`config.mk`:
```
export PLATFORM = sky130hd
export DESIGN_NAME = cpone_ctrl
export DESIGN_NICKNAME = d
export VERILOG_FILES = /design/src/rtl/cpone_pkg.sv /design/src/rtl/cpone_sync.sv /design/src/rtl/cpone_edge_flag.sv /design/src/rtl/cpone_ctrl.sv
export SDC_FILE = /design/constraint.sdc
export NUM_CORES = 1
export LEC_CHECK = 0
export ABC_AREA = 1
export BUFFER_PORTS_ARGS = -buffer_cell sky130_fd_sc_hd__buf_2
export CORE_MARGIN = 1
export CORE_UTILIZATION = 50
export CTS_BUF_LIST = sky130_fd_sc_hd__clkbuf_4
export DETAILED_ROUTE_END_ITERATION = 10
export GPL_TIMING_DRIVEN = 0
export PLACE_DENSITY = 0.84
export SLEW_MARGIN = 15
export SYNTH_ARGS = -nofsm -noshare
export SYNTH_HDL_FRONTEND = slang
export SYNTH_SLANG_ARGS = --single-unit
```
`constraint.sdc`:
```
create_clock -name clk_sys -period 1.03 [get_ports clk_sys]
set_clock_uncertainty 0.15 [all_clocks]
set_input_delay 0.0515 -clock clk_sys [delete_from_list [all_inputs] [get_ports clk_sys]]
set_output_delay 0.0515 -clock clk_sys [all_outputs]
set_load 0.005 [all_outputs]
```
`src/rtl/cpone_pkg.sv`:
```
// Register map, field positions and reset values for the comparator control
package cpone_pkg;

	localparam logic [7:0] CPONE_CTRL_ADDR  = 8'h9A;
	localparam logic [7:0] CPONE_MODE_ADDR  = 8'h9C;
	localparam logic [7:0] CPONE_CTRL_RESET = 8'h00;
	localparam logic [7:0] CPONE_MODE_RESET = 8'h02;

	localparam int CPONE_EN_BIT    = 7;
	localparam int CPONE_STATE_BIT = 6;
	localparam int CPONE_RISE_BIT  = 5;
	localparam int CPONE_FALL_BIT  = 4;
	localparam int CPONE_HYP_LSB   = 2;
	localparam int CPONE_HYN_LSB   = 0;
	localparam int CPONE_RSVD_BIT  = 7;
	localparam int CPONE_RIE_BIT   = 5;
	localparam int CPONE_FIE_BIT   = 4;
	localparam int CPONE_MD_LSB    = 0;

	localparam logic [1:0] CPONE_HYST_OFF  = 2'h0;
	localparam logic [1:0] CPONE_HYST_LOW  = 2'h1;
	localparam logic [1:0] CPONE_HYST_MID  = 2'h2;
	localparam logic [1:0] CPONE_HYST_HIGH = 2'h3;

	localparam logic [4:0] CPONE_MV_OFF  = 5'h00;
	localparam logic [4:0] CPONE_MV_LOW  = 5'h05;
	localparam logic [4:0] CPONE_MV_MID  = 5'h0A;
	localparam logic [4:0] CPONE_MV_HIGH = 5'h14;

	localparam logic [1:0] CPONE_SPEED_FASTEST = 2'h0;
	localparam logic [1:0] CPONE_SPEED_LOWEST  = 2'h3;

	localparam int CPONE_SYNC_STAGES = 2;

endpackage

```
`src/rtl/cpone_sync.sv`:
```
// Multi-stage synchroniser for the asynchronous comparator output
`timescale 1ns/1ps
module cpone_sync
	import cpone_pkg::*;
#(
	parameter int STAGES = CPONE_SYNC_STAGES
)
(
	input  wire logic clk_sys,
	input  wire logic reset,
	input  wire logic async_in,
	output logic      sync_out
);

	if (STAGES < 2)
	begin : g_bad_stages
		$error("cpone_sync needs at least two stages");
	end

	logic [STAGES-1:0] chain_r;
	logic [STAGES-1:0] chain_nxt;

	always_comb
	begin
		chain_nxt = {chain_r[STAGES-2:0], async_in};
	end

	always_ff @(posedge clk_sys or posedge reset)
	begin
		if (reset)
			chain_r <= '0;
		else
			chain_r <= chain_nxt;
	end

	assign sync_out = chain_r[STAGES-1];

endmodule

```
`src/rtl/cpone_edge_flag.sv`:
```
// Sticky edge flag with write-zero clear; a new edge beats the clear
`timescale 1ns/1ps
module cpone_edge_flag
	import cpone_pkg::*;
#(
	parameter logic RISING = 1'b1
)
(
	input  wire logic clk_sys,
	input  wire logic reset,
	input  wire logic level,
	input  wire logic arm,
	input  wire logic clear,
	output logic      flag
);

	logic prev_r;
	logic flag_r;
	logic prev_nxt;
	logic flag_nxt;
	logic hit;

	always_comb
	begin
		prev_nxt = level;
		hit = arm && (RISING ? (level && !prev_r) : (!level && prev_r));
		flag_nxt = hit || (flag_r && !clear);
	end

	always_ff @(posedge clk_sys or posedge reset)
	begin
		if (reset)
		begin
			prev_r <= 1'b0;
			flag_r <= 1'b0;
		end
		else
		begin
			prev_r <= prev_nxt;
			flag_r <= flag_nxt;
		end
	end

	assign flag = flag_r;

endmodule

```
`src/rtl/cpone_ctrl.sv`:
```
// Control and status registers of the second comparator
`timescale 1ns/1ps
module cpone_ctrl
	import cpone_pkg::*;
#(
	parameter int SYNC_STAGES = CPONE_SYNC_STAGES
)
(
	input  wire logic       clk_sys,
	input  wire logic       reset,
	input  wire logic [7:0] sfr_addr,
	input  wire logic       sfr_wr,
	input  wire logic [7:0] sfr_wdata,
	output logic      [7:0] sfr_rdata,
	input  wire logic       cmp_raw,
	output logic            cmp_enable,
	output logic      [1:0] cmp_speed_power_mode,
	output logic      [1:0] cmp_pos_hysteresis,
	output logic      [1:0] cmp_neg_hysteresis,
	output logic      [4:0] cmp_pos_hyst_mv,
	output logic      [4:0] cmp_neg_hyst_mv,
	output logic            irq_req
);

	if (SYNC_STAGES < 2)
	begin : g_bad_sync
		$error("cpone_ctrl needs at least two sync stages");
	end

	// Hysteresis code to millivolts, shared by both directions
	function automatic logic [4:0] hyst_mv(input logic [1:0] code);
		logic [4:0] mv;
		mv = CPONE_MV_OFF;
		unique case (code)
			CPONE_HYST_OFF:  mv = CPONE_MV_OFF;
			CPONE_HYST_LOW:  mv = CPONE_MV_LOW;
			CPONE_HYST_MID:  mv = CPONE_MV_MID;
			CPONE_HYST_HIGH: mv = CPONE_MV_HIGH;
		endcase
		return mv;
	endfunction

	logic       wr_ctrl;
	logic       wr_mode;
	logic       en_r;
	logic       en_nxt;
	logic [1:0] hyp_r;
	logic [1:0] hyp_nxt;
	logic [1:0] hyn_r;
	logic [1:0] hyn_nxt;
	logic       rie_r;
	logic       rie_nxt;
	logic       fie_r;
	logic       fie_nxt;
	logic [1:0] md_r;
	logic [1:0] md_nxt;
	logic [4:0] pos_mv_r;
	logic [4:0] pos_mv_nxt;
	logic [4:0] neg_mv_r;
	logic [4:0] neg_mv_nxt;
	logic       cmp_sync;
	logic       state_r;
	logic       state_nxt;
	logic       rise_flag;
	logic       fall_flag;
	logic       rise_clear;
	logic       fall_clear;
	logic [7:0] rdata_r;
	logic [7:0] rdata_nxt;
	logic       irq_r;
	logic       irq_nxt;

	assign wr_ctrl = sfr_wr && (sfr_addr == CPONE_CTRL_ADDR);
	assign wr_mode = sfr_wr && (sfr_addr == CPONE_MODE_ADDR);

	// Configuration fields
	always_comb
	begin
		en_nxt  = en_r;
		hyp_nxt = hyp_r;
		hyn_nxt = hyn_r;
		rie_nxt = rie_r;
		fie_nxt = fie_r;
		md_nxt  = md_r;
		if (wr_ctrl)
		begin
			en_nxt  = sfr_wdata[CPONE_EN_BIT];
			hyp_nxt = sfr_wdata[CPONE_HYP_LSB +: 2];
			hyn_nxt = sfr_wdata[CPONE_HYN_LSB +: 2];
		end
		if (wr_mode)
		begin
			rie_nxt = sfr_wdata[CPONE_RIE_BIT];
			fie_nxt = sfr_wdata[CPONE_FIE_BIT];
			md_nxt  = sfr_wdata[CPONE_MD_LSB +: 2];
		end
		pos_mv_nxt = hyst_mv(hyp_r);
		neg_mv_nxt = hyst_mv(hyn_r);
	end

	always_ff @(posedge clk_sys or posedge reset)
	begin
		if (reset)
		begin
			en_r     <= CPONE_CTRL_RESET[CPONE_EN_BIT];
			hyp_r    <= CPONE_CTRL_RESET[CPONE_HYP_LSB +: 2];
			hyn_r    <= CPONE_CTRL_RESET[CPONE_HYN_LSB +: 2];
			rie_r    <= CPONE_MODE_RESET[CPONE_RIE_BIT];
			fie_r    <= CPONE_MODE_RESET[CPONE_FIE_BIT];
			md_r     <= CPONE_MODE_RESET[CPONE_MD_LSB +: 2];
			pos_mv_r <= CPONE_MV_OFF;
			neg_mv_r <= CPONE_MV_OFF;
		end
		else
		begin
			en_r     <= en_nxt;
			hyp_r    <= hyp_nxt;
			hyn_r    <= hyn_nxt;
			rie_r    <= rie_nxt;
			fie_r    <= fie_nxt;
			md_r     <= md_nxt;
			pos_mv_r <= pos_mv_nxt;
			neg_mv_r <= neg_mv_nxt;
		end
	end

	// Analog output arrives with no relation to clk_sys
	cpone_sync #(
		.STAGES   (SYNC_STAGES)
	) u_sync (
		.clk_sys  (clk_sys),
		.reset    (reset),
		.async_in (cmp_raw),
		.sync_out (cmp_sync)
	);

	// flags clear only on a written zero
	assign rise_clear = wr_ctrl && !sfr_wdata[CPONE_RISE_BIT];
	assign fall_clear = wr_ctrl && !sfr_wdata[CPONE_FALL_BIT];

	cpone_edge_flag #(
		.RISING  (1'b1)
	) u_rise (
		.clk_sys (clk_sys),
		.reset   (reset),
		.level   (state_r),
		.arm     (en_r),
		.clear   (rise_clear),
		.flag    (rise_flag)
	);

	cpone_edge_flag #(
		.RISING  (1'b0)
	) u_fall (
		.clk_sys (clk_sys),
		.reset   (reset),
		.level   (state_r),
		.arm     (en_r),
		.clear   (fall_clear),
		.flag    (fall_flag)
	);

	// Status, read data and request
	always_comb
	begin
		// state reads low while powered down
		state_nxt = cmp_sync && en_r;
		irq_nxt = (rise_flag && rie_r) || (fall_flag && fie_r);
		rdata_nxt = 8'h00;
		if (sfr_addr == CPONE_CTRL_ADDR)
		begin
			rdata_nxt[CPONE_EN_BIT]        = en_r;
			rdata_nxt[CPONE_STATE_BIT]     = state_r;
			rdata_nxt[CPONE_RISE_BIT]      = rise_flag;
			rdata_nxt[CPONE_FALL_BIT]      = fall_flag;
			rdata_nxt[CPONE_HYP_LSB +: 2]  = hyp_r;
			rdata_nxt[CPONE_HYN_LSB +: 2]  = hyn_r;
		end
		else if (sfr_addr == CPONE_MODE_ADDR)
		begin
			rdata_nxt[CPONE_RIE_BIT]     = rie_r;
			rdata_nxt[CPONE_FIE_BIT]     = fie_r;
			rdata_nxt[CPONE_MD_LSB +: 2] = md_r;
		end
	end

	// Read data lags the address by one clock
	always_ff @(posedge clk_sys or posedge reset)
	begin
		if (reset)
		begin
			state_r <= 1'b0;
			irq_r   <= 1'b0;
			rdata_r <= 8'h00;
		end
		else
		begin
			state_r <= state_nxt;
			irq_r   <= irq_nxt;
			rdata_r <= rdata_nxt;
		end
	end

	assign sfr_rdata            = rdata_r;
	assign cmp_enable           = en_r;
	assign cmp_speed_power_mode = md_r;
	assign cmp_pos_hysteresis   = hyp_r;
	assign cmp_neg_hysteresis   = hyn_r;
	assign cmp_pos_hyst_mv      = pos_mv_r;
	assign cmp_neg_hyst_mv      = neg_mv_r;
	assign irq_req              = irq_r;
endmodule

```
# Word level (Yosys, flattened, before mapping)
# Cells that the tools add are included.
[totals]
input_bits = 20
reg_bits = 34
elab_cells = 55
[classes]
muxes = 8
reduce_logical = 24
n_eq_ne = 8
[op_table]
columns = ["operator", "n"]
rows = [
  ["case mux 5 bit (4 select lines)", 2],
  ["== test 8 bit (second input constant)", 2],
  ["logical AND 1 bit", 13],
  ["2-to-1 mux 2 bit", 6],
  ["== test 2 bit (second input constant)", 4],
  ["logical NOT 1 bit", 6],
  ["== test 2 x 1 -> 1 bit (second input constant)", 2],
  ["logical NOT 2 bit", 2],
  ["logical OR 1 bit", 3],
]

# Depth between registers and ports, before layout
# Gate-level depths: netlist (run 1).
[logic_depth]
ltp_word = 6
mapped_depth = 8
ltp_nobuf = 7

# Modules after synthesis
# From an unflattened synthesis (run 1), not the netlist that was laid out.
[unflattened]
hier_cells = 138
area_unflattened_um2 = 1358.8
[modules_own_cells]
columns = ["mod", "seq_area_each_um2", "cells_each", "area_each_um2", "instances"]
rows = [
  ["cpone_ctrl", 676.9, 119, 1157.4, 1],
  ["cpone_edge_flag", 50.0, 8, 73.8, 2],
  ["cpone_sync", 50.0, 3, 53.8, 1],
]

# Worst setup path after synthesis (run 1)
# OpenSTA, ideal clock, no wires.
[synth_path]
path_type = "in2reg"
startpoint = "input sfr_addr[5]"
endpoint = "register en_r, in the netlist cmp_enable"
arrival_ns = 0.634
setup_slack_ns = 0.129
n_path_buf = 1
required_time_ns = 0.763
stages = 7
cell_sequence = "nor2_2 nand2_2 nor2_4 buf_6 nand2_4 nand2_1 nand2_1"
[synth_between]
elab_chain_cells = 2
[synth_rtl]
columns = ["element", "line_no", "rtl"]
rows = [
  ["from (decl)", "cpone_ctrl.sv:11", "input wire logic [7:0] sfr_addr,"],
  ["== test 8 bit", "cpone_ctrl.sv:73", "assign wr_ctrl = sfr_wr && (sfr_addr == CPONE_CTRL_ADDR);"],
  ["logical AND 1 bit", "cpone_ctrl.sv:73", ""],
  ["to (signal assigned)", "cpone_ctrl.sv:105", "en_r <= CPONE_CTRL_RESET[CPONE_EN_BIT];"],
  ["to (signal assigned)", "cpone_ctrl.sv:116", "en_r <= en_nxt;"],
  ["to (decl)", "cpone_ctrl.sv:45", "logic en_r;"],
]
# No other way between the ends.
# A chain may end at the register's enable or synchronous reset.

# Worst setup path after layout (run 1)
[layout_path]
startpoint = "register md_r[1], in the netlist cmp_speed_power_mode[1]"
endpoint = "output cmp_speed_power_mode[1]"
[layout_rtl]
columns = ["element", "line_no", "rtl"]
rows = [
  ["from (decl)", "cpone_ctrl.sv:55", "logic [1:0] md_r;"],
  ["from (signal assigned)", "cpone_ctrl.sv:110", "md_r <= CPONE_MODE_RESET[CPONE_MD_LSB +: 2];"],
  ["from (signal assigned)", "cpone_ctrl.sv:121", "md_r <= md_nxt;"],
  ["to (decl)", "cpone_ctrl.sv:17", "output logic [1:0] cmp_speed_power_mode,"],
]
# No word-level cell between the ends.

==> out/results.ini, run 1 <==
[outcome]
status = complete, but fails checks
violations = negative hold slack, negative setup slack

[timing]
worst_slack_ns = -0.145
fmax_ghz = 0.851
hold_violations = 32
drv_slew = 0
tightest_slew_ns = 0.648
final.min_clock_period_ns = 1.18
setup_violations = 12
hold-worst-slack_ns = -0.356
fin_crit_sh_pct = 114
rsz0062_at_grt = true
slew_headroom_pct = 56.7

[clocking]
cts_buffers = 5
clk_path_buf_depth = 2
hold_buffers = 10
clock_sinks = 32
cts_tree = done
htree_levels = 2
clkSlewWorstSetupHoldPaths_ns = 0.10
cts_root_buf = clkbuf_4
clk-insertion-delay-late_ns = 0.33

[synth]
synth-edff-count = 0
syn_inst = 123
avgSynthCellArea_um2 = 9.95
ys_seq_area_share_pct = 65.5
async_reset_ff_share_pct = 100
netlist_area_um2 = 1220
syn_nets = 143
yosysWarnings = 0
ys_types = 17
synth-main-ff-cell = dfrtp_1
ys_ff_latch = 32

[final_layout]
n_antenna_cell = 0
drive_above_1_share_pct = 38.0
nets = 211
final_common_cell = buf_2
mostFrequentLayoutCells = buf_2 (42), nand2_1 (36), dfrtp_1 (31)
area_growth_pct = 42.2

[critical_path]
crit_type = reg -> out
ff2ff_setup_slack_ns = 0.04
critical-path-top-delay-family = flip-flops
r2r-end = sfr_rdata[0]$_DFF_PP0_
worst-path-buf-inv = 1
worst_ep_arrival_time_ns = 0.97
worst_r2r_path_depth = 3
path_depth = 1
crit_chain = buf_2
crit_path_start = cmp_speed_power_mode[1]$_DFFE_PP1P_
rr_startpoint = cmp_neg_hysteresis[0]$_DFFE_PP0P_
required_ns = 0.83
crit_slowest_cell = dfstp_2
cp_max_fo = 2
start_kind = flop
end_kind = primary output
critical_path.max_stage_delay_ns = 0.54
critPathCapture = cmp_speed_power_mode[1]

[floorplan]
row_count = 17
die_area_um2 = 2650
initial_utilization_pct = 54.3
core_um2 = 2250
die_h_um = 51.5
die_x_um = 51.5
ios = 46

[detailed_routing]
wirelength_um = 2570
dr_total_vias = 1037
drt_first_pass_iters = 4
post_drt_wl_per_cell_um = 11.7
vias_per_cell = 4.71
drc = 0
drt_iter0_markers = 15
postRouteAntennaNets = 0

[power_and_ir_drop]
p_leak_nw = 1.03
p_total_mw = 2.46
vdd_drop_max_v = 0.00155
power_density_nw_per_um2 = 1410

[run]
cap_violations = 0

[grt]
globalRouteTotalUtil_pct = 22.5
grt_pass1_wl_um = 4100
grt_overflow = 0
antenna_found_initial = 0
grt_max_degree = 33
first_global_vias = 1014

[placed_design]
dp_hpwl_um = 1600
place_congestion = 0.770
portBuffers = 44

[worst_hold_path]
hold_class = in -> async

## cell families after synthesis
group / share of synthesized area [%]
AO/OA/AOI/OAI: 1.53
buffers and inverters: 7.77
flip-flops: 65.5
AND/OR/NAND/NOR: 25.2
## flip-flops by register name, summed over array words and instances, names as in the netlist
register	count
fie_r	1
u_sync.chain_r	2
irq_req	1
state_r	1
cmp_pos_hyst_mv	4
cmp_speed_power_mode	2
cmp_enable	1
sfr_rdata	8
cmp_neg_hysteresis	2
u_fall.flag	1
rie_r	1
cmp_neg_hyst_mv	4
cmp_pos_hysteresis	2
u_fall.prev_r	1
u_rise.flag	1
## metal layers
layer | GRT usage (%) | up-vias | share of wire, %
met2 | 38.1 | 51 | 51
met3 | 8.93 | 12 | 7.2
met1 | 22.4 | 469 | 39
met4 | 14.9 | 0 | 2.9
met5 | 0 | - | 0
li1 | - | 505 | -
## metrics by stage
| stage | area (µm²) | setup slack [ns] | setup TNS [ns] | cells | utilization [%] |
|---|---|---|---|---|---|
| final | 1740 | -0.145 | -0.583 | 220 | 77.2 |
| after global routing | 1740 | -0.176 | -1.41 | 220 | 77.2 |
| after CTS | 1730 | -0.145 | -0.689 | 220 | 76.6 |
| after detailed placement | 1480 | -0.260 | -8.63 | 195 | 65.6 |
| after global placement | 1480 | -0.196 | -6.37 | 195 | 65.6 |
| after floorplan | 1220 | 0.129 | 0 | 123 | - |
## how the worst min path moves through the flow
stage                        from                                end  slack, ns
after floorplan           cmp_raw        u_sync.chain_r[0]$_DFF_PP0_      -0.07
after global placement    cmp_raw        u_sync.chain_r[0]$_DFF_PP0_      0.009
after detailed placement  cmp_raw        u_sync.chain_r[0]$_DFF_PP0_       0.01
after CTS                   reset       cmp_pos_hyst_mv[3]$_DFF_PP0_      -0.11
after global routing        reset  cmp_pos_hysteresis[0]$_DFFE_PP0P_      -0.32
final                       reset  cmp_pos_hysteresis[0]$_DFFE_PP0P_      -0.36
## synthesized netlist by cell type, types with 2 or more instances
cell type,count,area [µm²]
nand3_2,2,20.0
o21ai_0,2,10.0
nand3_1,11,55.1
dfrtp_1,31,776
clkbuf_1,2,7.51
nand2_2,2,12.5
nand2_1,37,139
nor2_4,2,22.5
inv_1,15,56.3
buf_4,2,15.0
nor2_1,11,41.3
## area by class of cell
type                            count  area (µm²)
Sequential cell                    32         802
Timing Repair Buffer               61         385
Clock inverter                      3        37.5
Clock buffer                        5        37.5
Fill cell                         165         514
Inverter                           15        56.3
Tap cell                           28        35.0
Buffer                              6        48.8
Multi-Input combinational cell     70         338
## timing repair
action	CTS	global route
setup buffers	7	1
gates resized for setup	4	6
endpoints found under the hold margin	44	31
setup endpoints to repair	17	28
## report_power, final
part	switching [mW]	internal [mW]
Sequential	0.0198	1.30
Combinational	0.114	0.119
Clock	0.414	0.495
No activity file was read; power rests on OpenSTA's default activity.
==> inputs of run 2 (changes only) <==
Settings changed: CELL_PAD_IN_SITES_DETAIL_PLACEMENT set to 1, CELL_PAD_IN_SITES_GLOBAL_PLACEMENT set to 2, CORE_UTILIZATION 50 to 29, PLACE_DENSITY 0.84 to 0.83.
==> run 2 against run 1 <==
  * The flow still finishes with violations (negative hold slack, negative setup slack)
  * Sequential share of layout area fell by 0.39 points
  * Via count fell by 0.19%
  * Wire length rose by 9.9%
  * Power rose by 0.36%
  * Cell area rose by 0.86%
  * Die area rose by 69%
  * Non-clock buffer count fell by 1
  * Flip-flop and latch count did not move
  * Global-route usage fell by 8.4 points
  * Setup slack got worse by 0.0014 ns
  * Highest routed layer unchanged
==> out/results.ini, run 2 (synthesized netlist as in run 1, its figures left out) <==
[outcome]
status = complete, but fails checks
violations = negative hold slack, negative setup slack

[floorplan]
die_h_um = 67.0
ios = 46
row_count = 23
die_area_um2 = 4480
core_um2 = 4030
initial_utilization_pct = 30.4
die_x_um = 67.0

[timing]
tns_ns = -0.730
hold_violations = 32
drv_slew = 0
rsz0062_at_grt = true
setup_violations = 19
fin_crit_sh_pct = 114
final.min_clock_period_ns = 1.18
worst_slack_ns = -0.147
tightest_slew_ns = 0.673
fmax_ghz = 0.850
hold-worst-slack_ns = -0.357
slew_headroom_pct = 55.1

[worst_hold_path]
hold_class = in -> async

[critical_path]
crit_path_start = cmp_speed_power_mode[1]$_DFFE_PP1P_
start_kind = flop
required_ns = 0.83
critical-path-top-delay-family = flip-flops
ff2ff_setup_slack_ns = 0.03
worst-path-buf-inv = 1
crit_slowest_cell = dfstp_2
worst_ep_arrival_time_ns = 0.98
end_kind = primary output
cp_max_fo = 2
rr_startpoint = cmp_speed_power_mode[1]$_DFFE_PP1P_
crit_chain = buf_6
crit_type = reg -> out
critical_path.max_stage_delay_ns = 0.55

[grt]
grt_pass1_wl_um = 4490
first_global_vias = 1025
grt_overflow = 0
globalRouteTotalUtil_pct = 14.1
grt_max_degree = 33
antenna_found_initial = 0

[detailed_routing]
drt_iter0_markers = 23
dr_total_vias = 1035
postRouteAntennaNets = 0
wirelength_um = 2820
drc = 0
drt_first_pass_iters = 4
post_drt_wl_per_cell_um = 11.7
vias_per_cell = 4.29

[power_and_ir_drop]
p_total_mw = 2.47
power_density_nw_per_um2 = 1410
vdd_drop_max_v = 0.000374
p_leak_nw = 1.01

[clocking]
cts_tree = done
hold_buffers = 10
clk_path_buf_depth = 2
htree_levels = 2
clock_sinks = 32
clkSlewWorstSetupHoldPaths_ns = 0.11
clk-insertion-delay-late_ns = 0.34
cts_root_buf = clkbuf_4
cts_buffers = 5

[final_layout]
mostFrequentLayoutCells = buf_2 (41), nand2_1 (37), dfrtp_1 (31)
area_growth_pct = 43.5
drive_above_1_share_pct = 36.6
largest_reg_flops = 8
final_common_cell = buf_2
n_antenna_cell = 0
nets = 210
fin_util_pct = 43.6
final_area_um2 = 1760
final_cells = 241

[placed_design]
dp.cells = 217
place_congestion = 0.681
pre_cts_slack_ns = -0.319
dpl_cell_area_um2 = 1510
portBuffers = 44
dp_hpwl_um = 2030

[run]
cap_violations = 0

[run 2: cell count changes in the layout (fill, tap and decap cells not counted)]
cell,previous run,this run
buf_2,42,41
buf_4,8,7
buf_6,5,6
nand2_1,36,37
nand2_4,2,1
o21ai_1,0,1
o21ai_2,1,0
[run 2: worst paths after layout]
| kind | end | cells past startpoint |
|---|---|---|
| setup / recovery | cmp_speed_power_mode[1] | 1 |
| min in group clk_sys | cmp_speed_power_mode[1]$_DFFE_PP1P_ | 6 |
| hold reg to reg | u_sync.chain_r[1]$_DFF_PP0_ | 0 |
| setup reg to reg | sfr_rdata[1]$_DFF_PP0_ | 3 |
| hold / removal | cmp_pos_hyst_mv[2]$_DFF_PP0_ | 2 |
| max in group asynchronous | sfr_rdata[4]$_DFF_PP0_ | 2 |
[run 2: area by class of cell]
class	instances	area (µm²)
flip-flops and latches	32	802
clock inverters	3	37.5
repair buffers	60	384
multi-input cells	70	327
clock buffers	5	37.5
fillers	500	2270
plain buffers	6	48.8
inverters	15	56.3
well taps	50	62.6
[run 2: report_power, final]
part	switching [mW]	leakage, nW	internal, mW	total, mW
Sequential	0.0213	0.426	1.30	1.32
Combinational	0.114	0.543	0.119	0.233
Clock	0.422	0.0403	0.495	0.917
Total	0.557	1.01	1.91	2.47
[run 2: per-layer routing]
layer	global-route usage (%)	part of all wire (%)
met2	25.0	54
met4	7.18	2.4
met5	0	0
met3	5.31	5.0
met1	14.2	39
[run 2: timing repair]
item,4_1_cts,5_1_grt
hold endpoints to repair,44,31
setup buffers,6,0
gates resized for setup,4,4
endpoints found under the setup margin,26,27
